File: src/acd_pkg.sv
// How it works
// converter over-range pulse sets sticky overflow status bit 3.
// 24-bit mask bit enables interrupt of matching status bit.
// unmasking an already pending bit raises the interrupt at once.
// interrupt is a level, held while any enabled status bit pends.
// four-bit gain field drives the amplifier's 16 linear gain steps.
// boost bit adds 6 dB; power-down bit turns analog audio off.
// source select: tuner, fm, mic/line, mixed source input.
// sample edge bit picks rising (0) or falling (1) serial clock edge.
// polarity bit names channel after word-select rise, or frame sync edge.
// bit order bit picks msb first (0) or lsb first (1).
// wait delay field serial clocks after word-select edge before sampling.
// mode bit picks digital audio (0) or packet frame mode (1).
// width bit gives 16-bit samples or rounded 8-bit samples.
// second-stage bit adds a further decimation by two.
// limit bit turns 0x8000 into 0x8001, or 0x80 into 0x81.
// first-stage field sets decimation rate, software keeps 4 to 15.
// io mode picks converter or digital input; flag picks fast modes.
// capture bit admits data to fifo; fifo enable low flushes it.
// burst starts once fifo holds 4, 8 or 16 dwords.
// program enable rise loads counter from start address.
// counter readback returns the prefetching program counter.
// packet lengths hold lines per field and bytes per line.
package acd_pkg;
  localparam logic [11:0] OFS_STATUS = 12'h100;
  localparam logic [11:0] OFS_MASK = 12'h104;
  localparam logic [11:0] OFS_CTRL = 12'h10C;
  localparam logic [11:0] OFS_PKTLEN = 12'h110;
  localparam logic [11:0] OFS_START = 12'h114;
  localparam logic [11:0] OFS_PC = 12'h120;
  localparam logic [23:0] RST_MASK = 24'h000000;
  localparam logic [31:0] RST_CTRL = 32'h00000000;
  localparam logic [31:0] RST_START = 32'h00000000;
  localparam int STAT_CONVERTER_OVERFLOW_FLAG = 3;
  localparam int B_GAIN = 28;
  localparam int B_BOOST = 27;
  localparam int B_PWRDN = 26;
  localparam int B_SEL = 24;
  localparam int B_EDGE = 23;
  localparam int B_POL = 22;
  localparam int B_ORDER = 21;
  localparam int B_DELAY = 16;
  localparam int B_PKT = 15;
  localparam int B_WIDTH = 14;
  localparam int B_STAGE2 = 13;
  localparam int B_LIMIT = 12;
  localparam int B_RATE = 8;
  localparam int B_IOM = 6;
  localparam int B_FAST = 5;
  localparam int B_CAPT = 4;
  localparam int B_THR = 2;
  localparam int B_PROG = 1;
  localparam int B_FIFO = 0;
  localparam int B_LINES = 16;
  localparam logic [1:0] IOM_CONV = 2'h0;
  localparam logic [1:0] IOM_DIG = 2'h1;
  localparam logic [15:0] LIM16_IN = 16'h8000;
  localparam logic [15:0] LIM16_OUT = 16'h8001;
  localparam logic [7:0] LIM8_IN = 8'h80;
  localparam logic [7:0] LIM8_OUT = 8'h81;
  localparam logic [31:0] PC_STEP = 32'h00000004;
  typedef enum logic [1:0] {ACD_IDLE, ACD_DELAY, ACD_SHIFT} acd_ser_e;
endpackage

File: src/acd_top.sv
`timescale 1ns/100ps
module acd_top
  import acd_pkg::*;
#(
  parameter int DEPTH = 16,
  parameter int AW = 5
)
(
  input wire logic clk,
  input wire logic rst_b,
  input wire logic [11:0] reg_addr,
  input wire logic reg_wr,
  input wire logic reg_rd,
  input wire logic [31:0] reg_wdata,
  output logic [31:0] reg_rdata,
  input wire logic [23:0] event_set,
  input wire logic converter_over_range,
  input wire logic conv_valid,
  input wire logic [15:0] conv_sample,
  input wire logic serial_audio_clock,
  input wire logic word_select_clock,
  input wire logic serial_audio_data,
  output logic inta,
  output logic [3:0] audio_gain,
  output logic gain_boost_bit,
  output logic analog_power_down_bit,
  output logic [1:0] audio_source_sel,
  output logic [1:0] audio_io_mode,
  output logic parallel_highspeed_enable,
  output logic [7:0] lines_per_field,
  output logic [11:0] bytes_per_line,
  output logic burst_req,
  input wire logic dma_pop,
  output logic [31:0] dma_data,
  output logic [AW-1:0] fifo_level,
  output logic fetch_req,
  input wire logic fetch_ack,
  output logic [31:0] program_counter_value
);
  ////////////////////////////////////////////////////////////////////////
  typedef struct packed {
    logic [31:0] ctrl;
    logic [23:0] mask;
    logic [7:0] lines;
    logic [11:0] bytes;
    logic [31:0] start;
    logic [31:0] pc;
    logic prog_prev;
    logic [23:0] stat;
    logic [31:0] rdata;
    logic sck1;
    logic sck2;
    logic sck3;
    logic lr1;
    logic lr2;
    logic lr3;
    logic dat1;
    logic dat2;
    acd_ser_e ser;
    logic [4:0] dcnt;
    logic [4:0] bcnt;
    logic [15:0] shreg;
    logic right;
    logic [3:0] dec1;
    logic dec2;
    logic [31:0] pack;
    logic [1:0] lane;
    logic [DEPTH-1:0][31:0] mem;
    logic [AW-2:0] wptr;
    logic [AW-2:0] rptr;
    logic [AW-1:0] cnt;
  } acd_state_s;

  acd_state_s s_q;
  acd_state_s s_d;

  logic sck_edge;
  logic lr_rise;
  logic lr_fall;
  logic frame_edge;
  logic word_done;
  logic [15:0] word;
  logic in_valid;
  logic [15:0] in_sample;
  logic dec_out;
  logic [15:0] w16;
  logic [7:0] w8;
  logic push;
  logic pop;
  logic full;
  logic [AW-1:0] thr;
  logic [23:0] clr;

  ////////////////////////////////////////////////////////////////////////
  // pin edges
  always_comb
  begin
    sck_edge = s_q.ctrl[B_EDGE] ? (s_q.sck3 & ~s_q.sck2)
                                : (~s_q.sck3 & s_q.sck2);
    lr_rise = ~s_q.lr3 & s_q.lr2;
    lr_fall = s_q.lr3 & ~s_q.lr2;
    if (s_q.ctrl[B_PKT])
    begin
      frame_edge = s_q.ctrl[B_POL] ? lr_fall : lr_rise;
    end
    else
    begin
      frame_edge = lr_rise | lr_fall;
    end
  end

  // sample source and decimation
  always_comb
  begin
    word = s_q.ctrl[B_ORDER] ? {s_q.dat2, s_q.shreg[15:1]}
                             : {s_q.shreg[14:0], s_q.dat2};
    word_done = (s_q.ser == ACD_SHIFT) && sck_edge && (s_q.bcnt == 5'h0F);
    if (s_q.ctrl[B_IOM+:2] == IOM_CONV)
    begin
      in_valid = conv_valid;
      in_sample = conv_sample;
    end
    else if (s_q.ctrl[B_IOM+:2] == IOM_DIG)
    begin
      in_valid = word_done;
      in_sample = word;
    end
    else
    begin
      in_valid = 1'b0;
      in_sample = 16'h0000;
    end
    dec_out = in_valid && ((s_q.dec1 + 4'h1) >= s_q.ctrl[B_RATE+:4])
              && (~s_q.ctrl[B_STAGE2] || s_q.dec2);
    w16 = in_sample;
    if (s_q.ctrl[B_LIMIT] && w16 == LIM16_IN)
    begin
      w16 = LIM16_OUT;
    end
    if (in_sample[15:8] == 8'h7F && in_sample[7])
    begin
      w8 = 8'h7F;
    end
    else
    begin
      w8 = in_sample[15:8] + {7'h00, in_sample[7]};
    end
    if (s_q.ctrl[B_LIMIT] && w8 == LIM8_IN)
    begin
      w8 = LIM8_OUT;
    end
  end

  // fifo flags
  always_comb
  begin
    full = (s_q.cnt == AW'(DEPTH));
    case (s_q.ctrl[B_THR+:2])
      2'h0: thr = AW'(4);
      2'h1: thr = AW'(8);
      default: thr = AW'(16);
    endcase
    pop = dma_pop && (s_q.cnt != '0);
    push = 1'b0;
    if (dec_out && s_q.ctrl[B_CAPT] && s_q.ctrl[B_FIFO])
    begin
      push = s_q.ctrl[B_WIDTH] ? (s_q.lane == 2'h3) : s_q.lane[0];
      push = push && !full;
    end
    clr = (reg_wr && reg_addr == OFS_STATUS) ? reg_wdata[23:0] : 24'h000000;
  end

  ////////////////////////////////////////////////////////////////////////
  always_comb
  begin
    s_d = s_q;
    // synchronisers
    s_d.sck1 = serial_audio_clock;
    s_d.sck2 = s_q.sck1;
    s_d.sck3 = s_q.sck2;
    s_d.lr1 = word_select_clock;
    s_d.lr2 = s_q.lr1;
    s_d.lr3 = s_q.lr2;
    s_d.dat1 = serial_audio_data;
    s_d.dat2 = s_q.dat1;

    // register writes
    if (reg_wr)
    begin
      unique case (reg_addr)
        OFS_MASK: s_d.mask = reg_wdata[23:0];
        OFS_CTRL: s_d.ctrl = reg_wdata;
        OFS_PKTLEN:
        begin
          s_d.lines = reg_wdata[B_LINES+:8];
          s_d.bytes = reg_wdata[11:0];
        end
        OFS_START: s_d.start = reg_wdata;
        default: ;
      endcase
    end

    // status: set beats clear
    s_d.stat = (s_q.stat & ~clr) | event_set;
    if (converter_over_range)
    begin
      s_d.stat[STAT_CONVERTER_OVERFLOW_FLAG] = 1'b1;
    end

    // register reads
    if (reg_rd)
    begin
      unique case (reg_addr)
        OFS_STATUS: s_d.rdata = {8'h00, s_q.stat};
        OFS_MASK: s_d.rdata = {8'h00, s_q.mask};
        OFS_CTRL: s_d.rdata = s_q.ctrl;
        OFS_PKTLEN: s_d.rdata = {8'h00, s_q.lines, 4'h0, s_q.bytes};
        OFS_START: s_d.rdata = s_q.start;
        OFS_PC: s_d.rdata = s_q.pc;
        default: s_d.rdata = 32'h00000000;
      endcase
    end

    // program counter
    s_d.prog_prev = s_q.ctrl[B_PROG];
    if (s_q.ctrl[B_PROG] && !s_q.prog_prev)
    begin
      s_d.pc = s_q.start;
    end
    else if (s_q.ctrl[B_PROG] && fetch_ack)
    begin
      s_d.pc = s_q.pc + PC_STEP;
    end

    // serial word capture
    unique case (s_q.ser)
      ACD_IDLE:
      begin
        if (frame_edge)
        begin
          s_d.right = s_q.ctrl[B_PKT] ? 1'b0 : (lr_rise ^ ~s_q.ctrl[B_POL]);
          s_d.dcnt = s_q.ctrl[B_DELAY+:5];
          s_d.bcnt = 5'h00;
          s_d.ser = (s_q.ctrl[B_DELAY+:5] == 5'h00) ? ACD_SHIFT : ACD_DELAY;
        end
      end
      ACD_DELAY:
      begin
        if (sck_edge)
        begin
          s_d.dcnt = s_q.dcnt - 5'h01;
          if (s_q.dcnt == 5'h01)
          begin
            s_d.ser = ACD_SHIFT;
          end
        end
      end
      ACD_SHIFT:
      begin
        if (sck_edge)
        begin
          s_d.shreg = word;
          s_d.bcnt = s_q.bcnt + 5'h01;
          if (s_q.bcnt == 5'h0F)
          begin
            s_d.ser = ACD_IDLE;
          end
        end
      end
    endcase
    if (s_q.ctrl[B_IOM+:2] != IOM_DIG)
    begin
      s_d.ser = ACD_IDLE;
    end

    // decimation counters
    if (in_valid)
    begin
      if ((s_q.dec1 + 4'h1) >= s_q.ctrl[B_RATE+:4])
      begin
        s_d.dec1 = 4'h0;
        s_d.dec2 = s_q.ctrl[B_STAGE2] ? ~s_q.dec2 : 1'b0;
      end
      else
      begin
        s_d.dec1 = s_q.dec1 + 4'h1;
      end
    end

    // packing and fifo
    if (dec_out && s_q.ctrl[B_CAPT] && s_q.ctrl[B_FIFO])
    begin
      if (s_q.ctrl[B_WIDTH])
      begin
        s_d.pack[s_q.lane*8+:8] = w8;
        s_d.lane = s_q.lane + 2'h1;
      end
      else
      begin
        s_d.pack[s_q.lane[0]*16+:16] = w16;
        s_d.lane = {1'b0, ~s_q.lane[0]};
      end
    end
    if (push)
    begin
      s_d.mem[s_q.wptr] = s_d.pack;
      s_d.wptr = s_q.wptr + 1'b1;
    end
    if (pop)
    begin
      s_d.rptr = s_q.rptr + 1'b1;
    end
    s_d.cnt = s_q.cnt + AW'(push) - AW'(pop);
    if (!s_q.ctrl[B_FIFO])
    begin
      s_d.wptr = '0;
      s_d.rptr = '0;
      s_d.cnt = '0;
      s_d.lane = 2'h0;
    end
  end

  always_ff @(posedge clk or negedge rst_b)
  begin
    if (!rst_b)
    begin
      s_q <= '0;
      s_q.ctrl <= RST_CTRL;
      s_q.mask <= RST_MASK;
      s_q.start <= RST_START;
      s_q.ser <= ACD_IDLE;
    end
    else
    begin
      s_q <= s_d;
    end
  end

  ////////////////////////////////////////////////////////////////////////
  assign reg_rdata = s_q.rdata;
  assign inta = |(s_q.stat & s_q.mask);
  assign audio_gain = s_q.ctrl[B_GAIN+:4];
  assign gain_boost_bit = s_q.ctrl[B_BOOST];
  assign analog_power_down_bit = s_q.ctrl[B_PWRDN];
  assign audio_source_sel = s_q.ctrl[B_SEL+:2];
  assign audio_io_mode = s_q.ctrl[B_IOM+:2];
  assign parallel_highspeed_enable = s_q.ctrl[B_FAST];
  assign lines_per_field = s_q.lines;
  assign bytes_per_line = s_q.bytes;
  assign burst_req = s_q.ctrl[B_FIFO] && (s_q.cnt >= thr);
  assign dma_data = s_q.mem[s_q.rptr];
  assign fifo_level = s_q.cnt;
  assign fetch_req = s_q.ctrl[B_PROG] && s_q.prog_prev;
  assign program_counter_value = s_q.pc;
endmodule

File: config.mk
export PLATFORM = sky130hd
export DESIGN_NAME = acd_top
export DESIGN_NICKNAME = d
export VERILOG_FILES = /design/src/acd_pkg.sv /design/src/acd_top.sv
export SDC_FILE = /design/constraint.sdc
export NUM_CORES = 2
export LEC_CHECK = 0
export ABC_CLOCK_PERIOD_IN_PS = 7040
export BUFFER_PORTS_ARGS = -buffer_cell sky130_fd_sc_hd__buf_2
export CAP_MARGIN = 20
export CORE_ASPECT_RATIO = 0.6
export CORE_UTILIZATION = 46
export CTS_CLUSTER_DIAMETER = 120
export CTS_CLUSTER_SIZE = 20
export DETAILED_ROUTE_END_ITERATION = 10
export GPL_TIMING_DRIVEN = 1
export HOLD_SLACK_MARGIN = 0.08
export PLACE_DENSITY = 0.67
export SYNTH_ARGS = -nofsm -noshare
export SYNTH_HDL_FRONTEND = slang
export SYNTH_SLANG_ARGS = --single-unit
File: constraint.sdc
create_clock -name clk -period 7.04 [get_ports clk]
set_clock_uncertainty 0.2 [all_clocks]
set_input_delay 0.352 -clock clk [delete_from_list [all_inputs] [get_ports clk]]
set_output_delay 0.352 -clock clk [all_outputs]
set_load 0.02 [all_outputs]
Yosys cells after proc, flatten, opt, wreduce, memory -nomap -nowiden
Index checks and enable logic that the tools add are counted.
Storage, ports and cells
  input port bits: 95
  latch bits: 0
  RAM bits: 0
  ROM bits: 0
  memories: 0
  bits in registers: 797
Operators by class
  multiplexer cells: 45
  equal/unequal tests: 29
  multiply operators: 0
  bitwise gates (word level): 16
  order comparisons: 5
  div/mod/pow operators: 0
  shift-type cells: 4
  add/sub/neg operators: 12
  reduce and logical (&&, ||, !) cells: 38
Operators with widths (number)
  512-bit bitwise mux: 1
  32-bit one-hot mux with 6 select lines: 1
  32-bit binary-select mux with 4-bit select: 1
  32-bit demux with 4-bit select: 1
  32-bit 2-to-1 mux: 4
  12-bit by 9-bit equality test with 1-bit output, second input constant: 6
  34-bit 2-to-1 mux: 2
  5-bit negation with 34-bit output: 2
  32-bit bitwise mux: 2
  16-bit 2-to-1 mux: 4
  24-bit bitwise AND: 2
  16-bit by 34-bit variable shift with 32-bit output, first input constant: 1
  8-bit by 34-bit variable shift with 32-bit output, first input constant: 1
  16-bit by 34-bit variable part select with 32-bit output: 1
  8-bit by 34-bit variable part select with 32-bit output: 1
  32-bit by 3-bit adder with 32-bit output, second input constant: 1
  5-bit one-hot mux with 2 select lines: 3
  24-bit 2-to-1 mux: 1
  24-bit inverter: 1
  24-bit bitwise OR: 1
  24-bit OR reduction: 1
  21-bit 2-to-1 mux: 1
  1-bit logical AND: 17
  16-bit equality test, second input constant: 1
  43 further kinds: 92

Logic depth before layout (Yosys ltp)
  word-level depth: 15
  depth in mapped cells: 17
  gate-level depth less buffers: 15

Worst setup path after synthesis
Ideal clock, no wire load.
  kind: register to register
  start point: register s_q (netlist bit audio_io_mode[0])
  end point: register s_q[125] (netlist name)
  data arrival time: 3.469 ns
  slack: 3.242 ns
  cell stages (with the launch flop): 15
  cells stage by stage: dfrtp_1 > buf_4 > buf_6 > nor2_1 > a211oi_1 > ha_1 > ha_1 > o21ai_0 > a21o_1 > nor4b_2 > mux2i_2 > o31ai_4 > a2111oi_4 > buf_6 > o31ai_2
On the way
  longest elaborated chain between the ends: 14
  elaborated cells on any way between the ends: 28
Ends and longest elaborated chain
  from (decl): RTL line acd_top.sv:74  | acd_state_s s_q;
  branches (longest 14 deep; another with 8-bit by 1-bit adder with 8-bit output)
Several ways; the timed one is not identified. The select of a mux whose other input is x is not followed.
A chain may end at the register's enable or synchronous reset.

Final worst setup path
  start point: register s_q[787] (netlist name)
  end point: register s_q[425] (netlist name)
On the way
  longest elaborated chain between the ends: 14
  elaborated cells on any way between the ends: 20
Ends and longest elaborated chain
  16-bit 2-to-1 mux (*): RTL line acd_top.sv:115  | word = s_q.ctrl[B_ORDER] ? {s_q.dat2, s_q.shreg[15:1]}
  16-bit 2-to-1 mux (*): RTL line acd_top.sv:123  | else if (s_q.ctrl[B_IOM+:2] == IOM_DIG)
  16-bit 2-to-1 mux (*): RTL line acd_top.sv:118  | if (s_q.ctrl[B_IOM+:2] == IOM_CONV)
  branches (longest 8 deep; another with 8-bit by 1-bit adder with 8-bit output)
  34-bit 2-to-1 mux (*): RTL line acd_top.sv:293  | if (s_q.ctrl[B_WIDTH])
  34-bit 2-to-1 mux (*): RTL line acd_top.sv:291  | if (dec_out && s_q.ctrl[B_CAPT] && s_q.ctrl[B_FIFO])
  512-bit bitwise mux (*): RTL line acd_top.sv:306  | s_d.mem[s_q.wptr] = s_d.pack;
Every way passes the cells marked *. The select of a mux whose other input is x is not followed.

==> results.md <==
* Largest net degree at the start of global routing at 157
* Initial antenna violation count at 7
* Synth Register Bits at 797
* Final #Nets at 3,707
* Setup repair after global routing missed its margin: false
* Slew headroom at 26.3%
* Post-synth ARST share at 100%
* First-pass GRT wire length at 160 mm
* Slew @ Worst Pin at 1.11 ns
* Wirelength, routed at 102 mm
* Area Growth Syn to Fin at 9.63%
* Max Cap Viol at 0
* Post-synth EDFFs at 0
* Total die area at 82,400 sq um
* DR vias at 27,100
* Total Neg Setup Slack at 0 ns
* Largest fanout on the critical path at 18
* Number of nets with antenna violations after routing at 0
* Critical Path RT at 7.29 ns
* Syn Inst Count at 3,488
* WP data arrival at 5.60 ns
* Syn avg cell area at 10.7 sq um
* Total CTS buffers at 45
* Fin. max-slew vios at 0
* H-tree Lvls at 2
* # IOs at 230
* Vias in the first global route at 26,500
* CP startpoint kind: flop
* Worst VDD drop at 0.147 mV
* Share of layout cells above drive strength 1 at 19.2%
* Worst Setup End Kind: flop
* Mapped Area at 37,300 sq um
* Count of final hold-check violations at 0
* CTS Root Cell: clkbuf_16
* Hold_ws at 0.136 ns
* P_leak at 0.0180 uW
* Status: completed
* Std cell rows at 80
* Worst setup path class: reg -> reg
* Pwr/cell area at 193 nW/um^2
* Initial DRC Count at 2,766
* Avg Vias per Cell at 5.82
* Synth top area cells: dfrtp_1 (53%), mux4_2 (9.6%), nand2_1 (6.8%), o21ai_0 (6.6%), mux2_2 (3.3%)
* Final period utilization at 76.0%
* CTS tree: yes
* Top FF cell, synth: dfrtp_1
* Final min period at 5.35 ns
* Postcts setup bufs at 0
* Final HPWL DP at 63.6 mm
* DRC Markers at 0
* Core footprint at 79,900 sq um
* Setup-violating endpoint count in the final report at 0
* Post-synthesis sequential area ratio at 53.4%
* Die H at 223 um
* Die Width at 370 um
* Port bufs at 229
* Synth warn at 0
* Clock Path Buffers at 3
* Final Wtd Congestion at 0.932
* Hold crit path type: in -> async
* Unique masters post-synth at 79
* Grt ovf at 0
* Syn nets at 3,620
* Later-pin clock latency in the skew report at 0.63 ns
* Routed len/inst at 22.0 um
* Yosys top cell area share at 53.4%
* Gr usage total at 25.1%
* Clock-pin slew on the worst setup and hold paths at 0.09 ns
* CTS Sinks at 797
* Area leader, netlist: dfrtp_1
* Initial Utilization at 46.8%
* DR pass1 iterations at 8
* Fmax at 0.187 GHz
==> placed cells by master (no fill, tap or decap), drive strengths merged, types with 36 or more instances in the layout <==
cell | netlist | layout
dfrtp | 797 | 797
nand2 | 680 | 680
o21ai | 587 | 587
buf | 140 | 306
mux4 | 160 | 160
nor2 | 115 | 115
mux2 | 111 | 111
a21oi | 110 | 110
dlygate4sd3 | 0 | 88
inv | 71 | 72
nand3 | 56 | 56
clkbuf | 215 | 51
a22oi | 39 | 39
a21o | 36 | 36
ha | 36 | 36
==> synthesized netlist by cell type (4+ instances only) <==
cell type  instances
o21ai_1           96
mux4_2           160
o22ai_1           35
nor4_1             6
or3_1              8
o31ai_2            9
o21a_1             4
inv_1             70
a31oi_1            4
buf_4            100
xnor2_1           10
a21oi_1          110
nand2b_1           4
and3_1            19
a22oi_1           39
dfrtp_1          797
mux2_2           111
ha_1              36
clkbuf_1         215
nor3_1            20
a211oi_1          14
buf_2             14
a2bb2oi_1          8
xor2_1             5
nand3_1           56
a222oi_1          32
nand2_1          680
buf_1             23
a22o_1             9
and2_1            16
and4_1             4
nor2_1           115
o31ai_1            8
a211o_1            7
o21ai_0          490
mux2i_1           26
a21o_1            36
nand4_1           20
nor2b_1            7
==> worst max-delay path, cell delays in order (launching register included) <==
cell	delay (ns)
dfrtp_1	0.96
mux2i_1	0.30
a211oi_1	0.74
ha_1	0.35
o21ai_0	0.11
a21o_1	0.23
o21a_1	0.20
a311oi_1	0.83
o22ai_1	0.16
a22oi_1	0.86
o21ai_0	0.23
==> final cells by class <==
class                           instances  area [sq um]
Multi-Input combinational cell       2264         15400
Tap cell                             1066          1330
Timing Repair Buffer                  395          2720
Inverter                               72           270
Fill cell                            7131         38900
Sequential cell                       797         20000
Clock inverter                          3          41.3
Clock buffer                           50          1170
Antenna cell                            6          15.0
==> per-stage QoR <==
step	power (uW)	instances	setup WS [ns]	util, %	area [sq um]
after floorplan	5000	3488	3.24	-	37300
after global placement	5210	4496	1.96	48.5	38700
after detailed placement	5210	4500	1.81	48.5	38800
after CTS	7940	4641	1.81	51.2	40900
after global routing	8170	4653	1.34	51.3	40900
final	7890	4653	1.69	51.3	40900
==> routing by layer <==
layer	vias up	wire length, um	GRT usage [%]
met2	957	45000	36.4
met3	143	8400	5.54
met4	2	2070	5.99
met1	13600	47000	38.2
li1	12400	-	-
met5	-	7	0
==> sequential cells by signal (all words and copies together) (netlist names) <==
register	cells
s_q	691
program_counter_value	32
reg_rdata	32
bytes_per_line	12
lines_per_field	8
s_d	6
fifo_level	5
audio_gain	4
audio_io_mode	2
audio_source_sel	2
analog_power_down_bit	1
gain_boost_bit	1
parallel_highspeed_enable	1
==> kinds of logic (layout without fill, tap and decap cells) <==
logic type / count (synthesis) / in the layout / synth area share (%)
xor+xnor: 15 / 15 / 0.352
mux: 298 / 298 / 13.7
compound gates: 939 / 939 / 14.9
fa+ha+maj: 37 / 37 / 1.26
buf+inv: 427 / 520 / 5.40
flops: 797 / 797 / 53.4
simple gates: 975 / 975 / 10.9
other cells: 0 / 6 / 0
==> path summary, 6_finish.rpt <==
path,startpoint,slack (ns),cells after the start,to
hold / removal,rst_b,0.14,2,s_q[138]$_DFFE_PN0P_
min in group clk,s_d[593]$_DFF_PN0_,0.16,0,s_q[593]$_DFF_PN0_
max in group asynchronous,rst_b,4.85,4,program_counter_value[8]$_DFFE_PN0P_
hold reg to reg,s_d[593]$_DFF_PN0_,0.16,0,s_q[593]$_DFF_PN0_
setup / recovery,s_q[787]$_DFFE_PN0P_,1.69,10,s_q[425]$_DFFE_PN0P_
setup reg to reg,s_q[787]$_DFFE_PN0P_,1.69,10,s_q[425]$_DFFE_PN0P_
==> report_power, final <==
part           switching [uW]  leakage, uW  internal (uW)
Clock                    1540     0.000592           1180
Combinational             343      0.00656            149
Sequential               52.2       0.0109           4620
==> timing repair <==
action                                 CTS  global route
endpoints found under the hold margin  225             0
hold buffers                            88             0
resized for setup                        0             0
No activity file was read; power rests on OpenSTA's default activity.
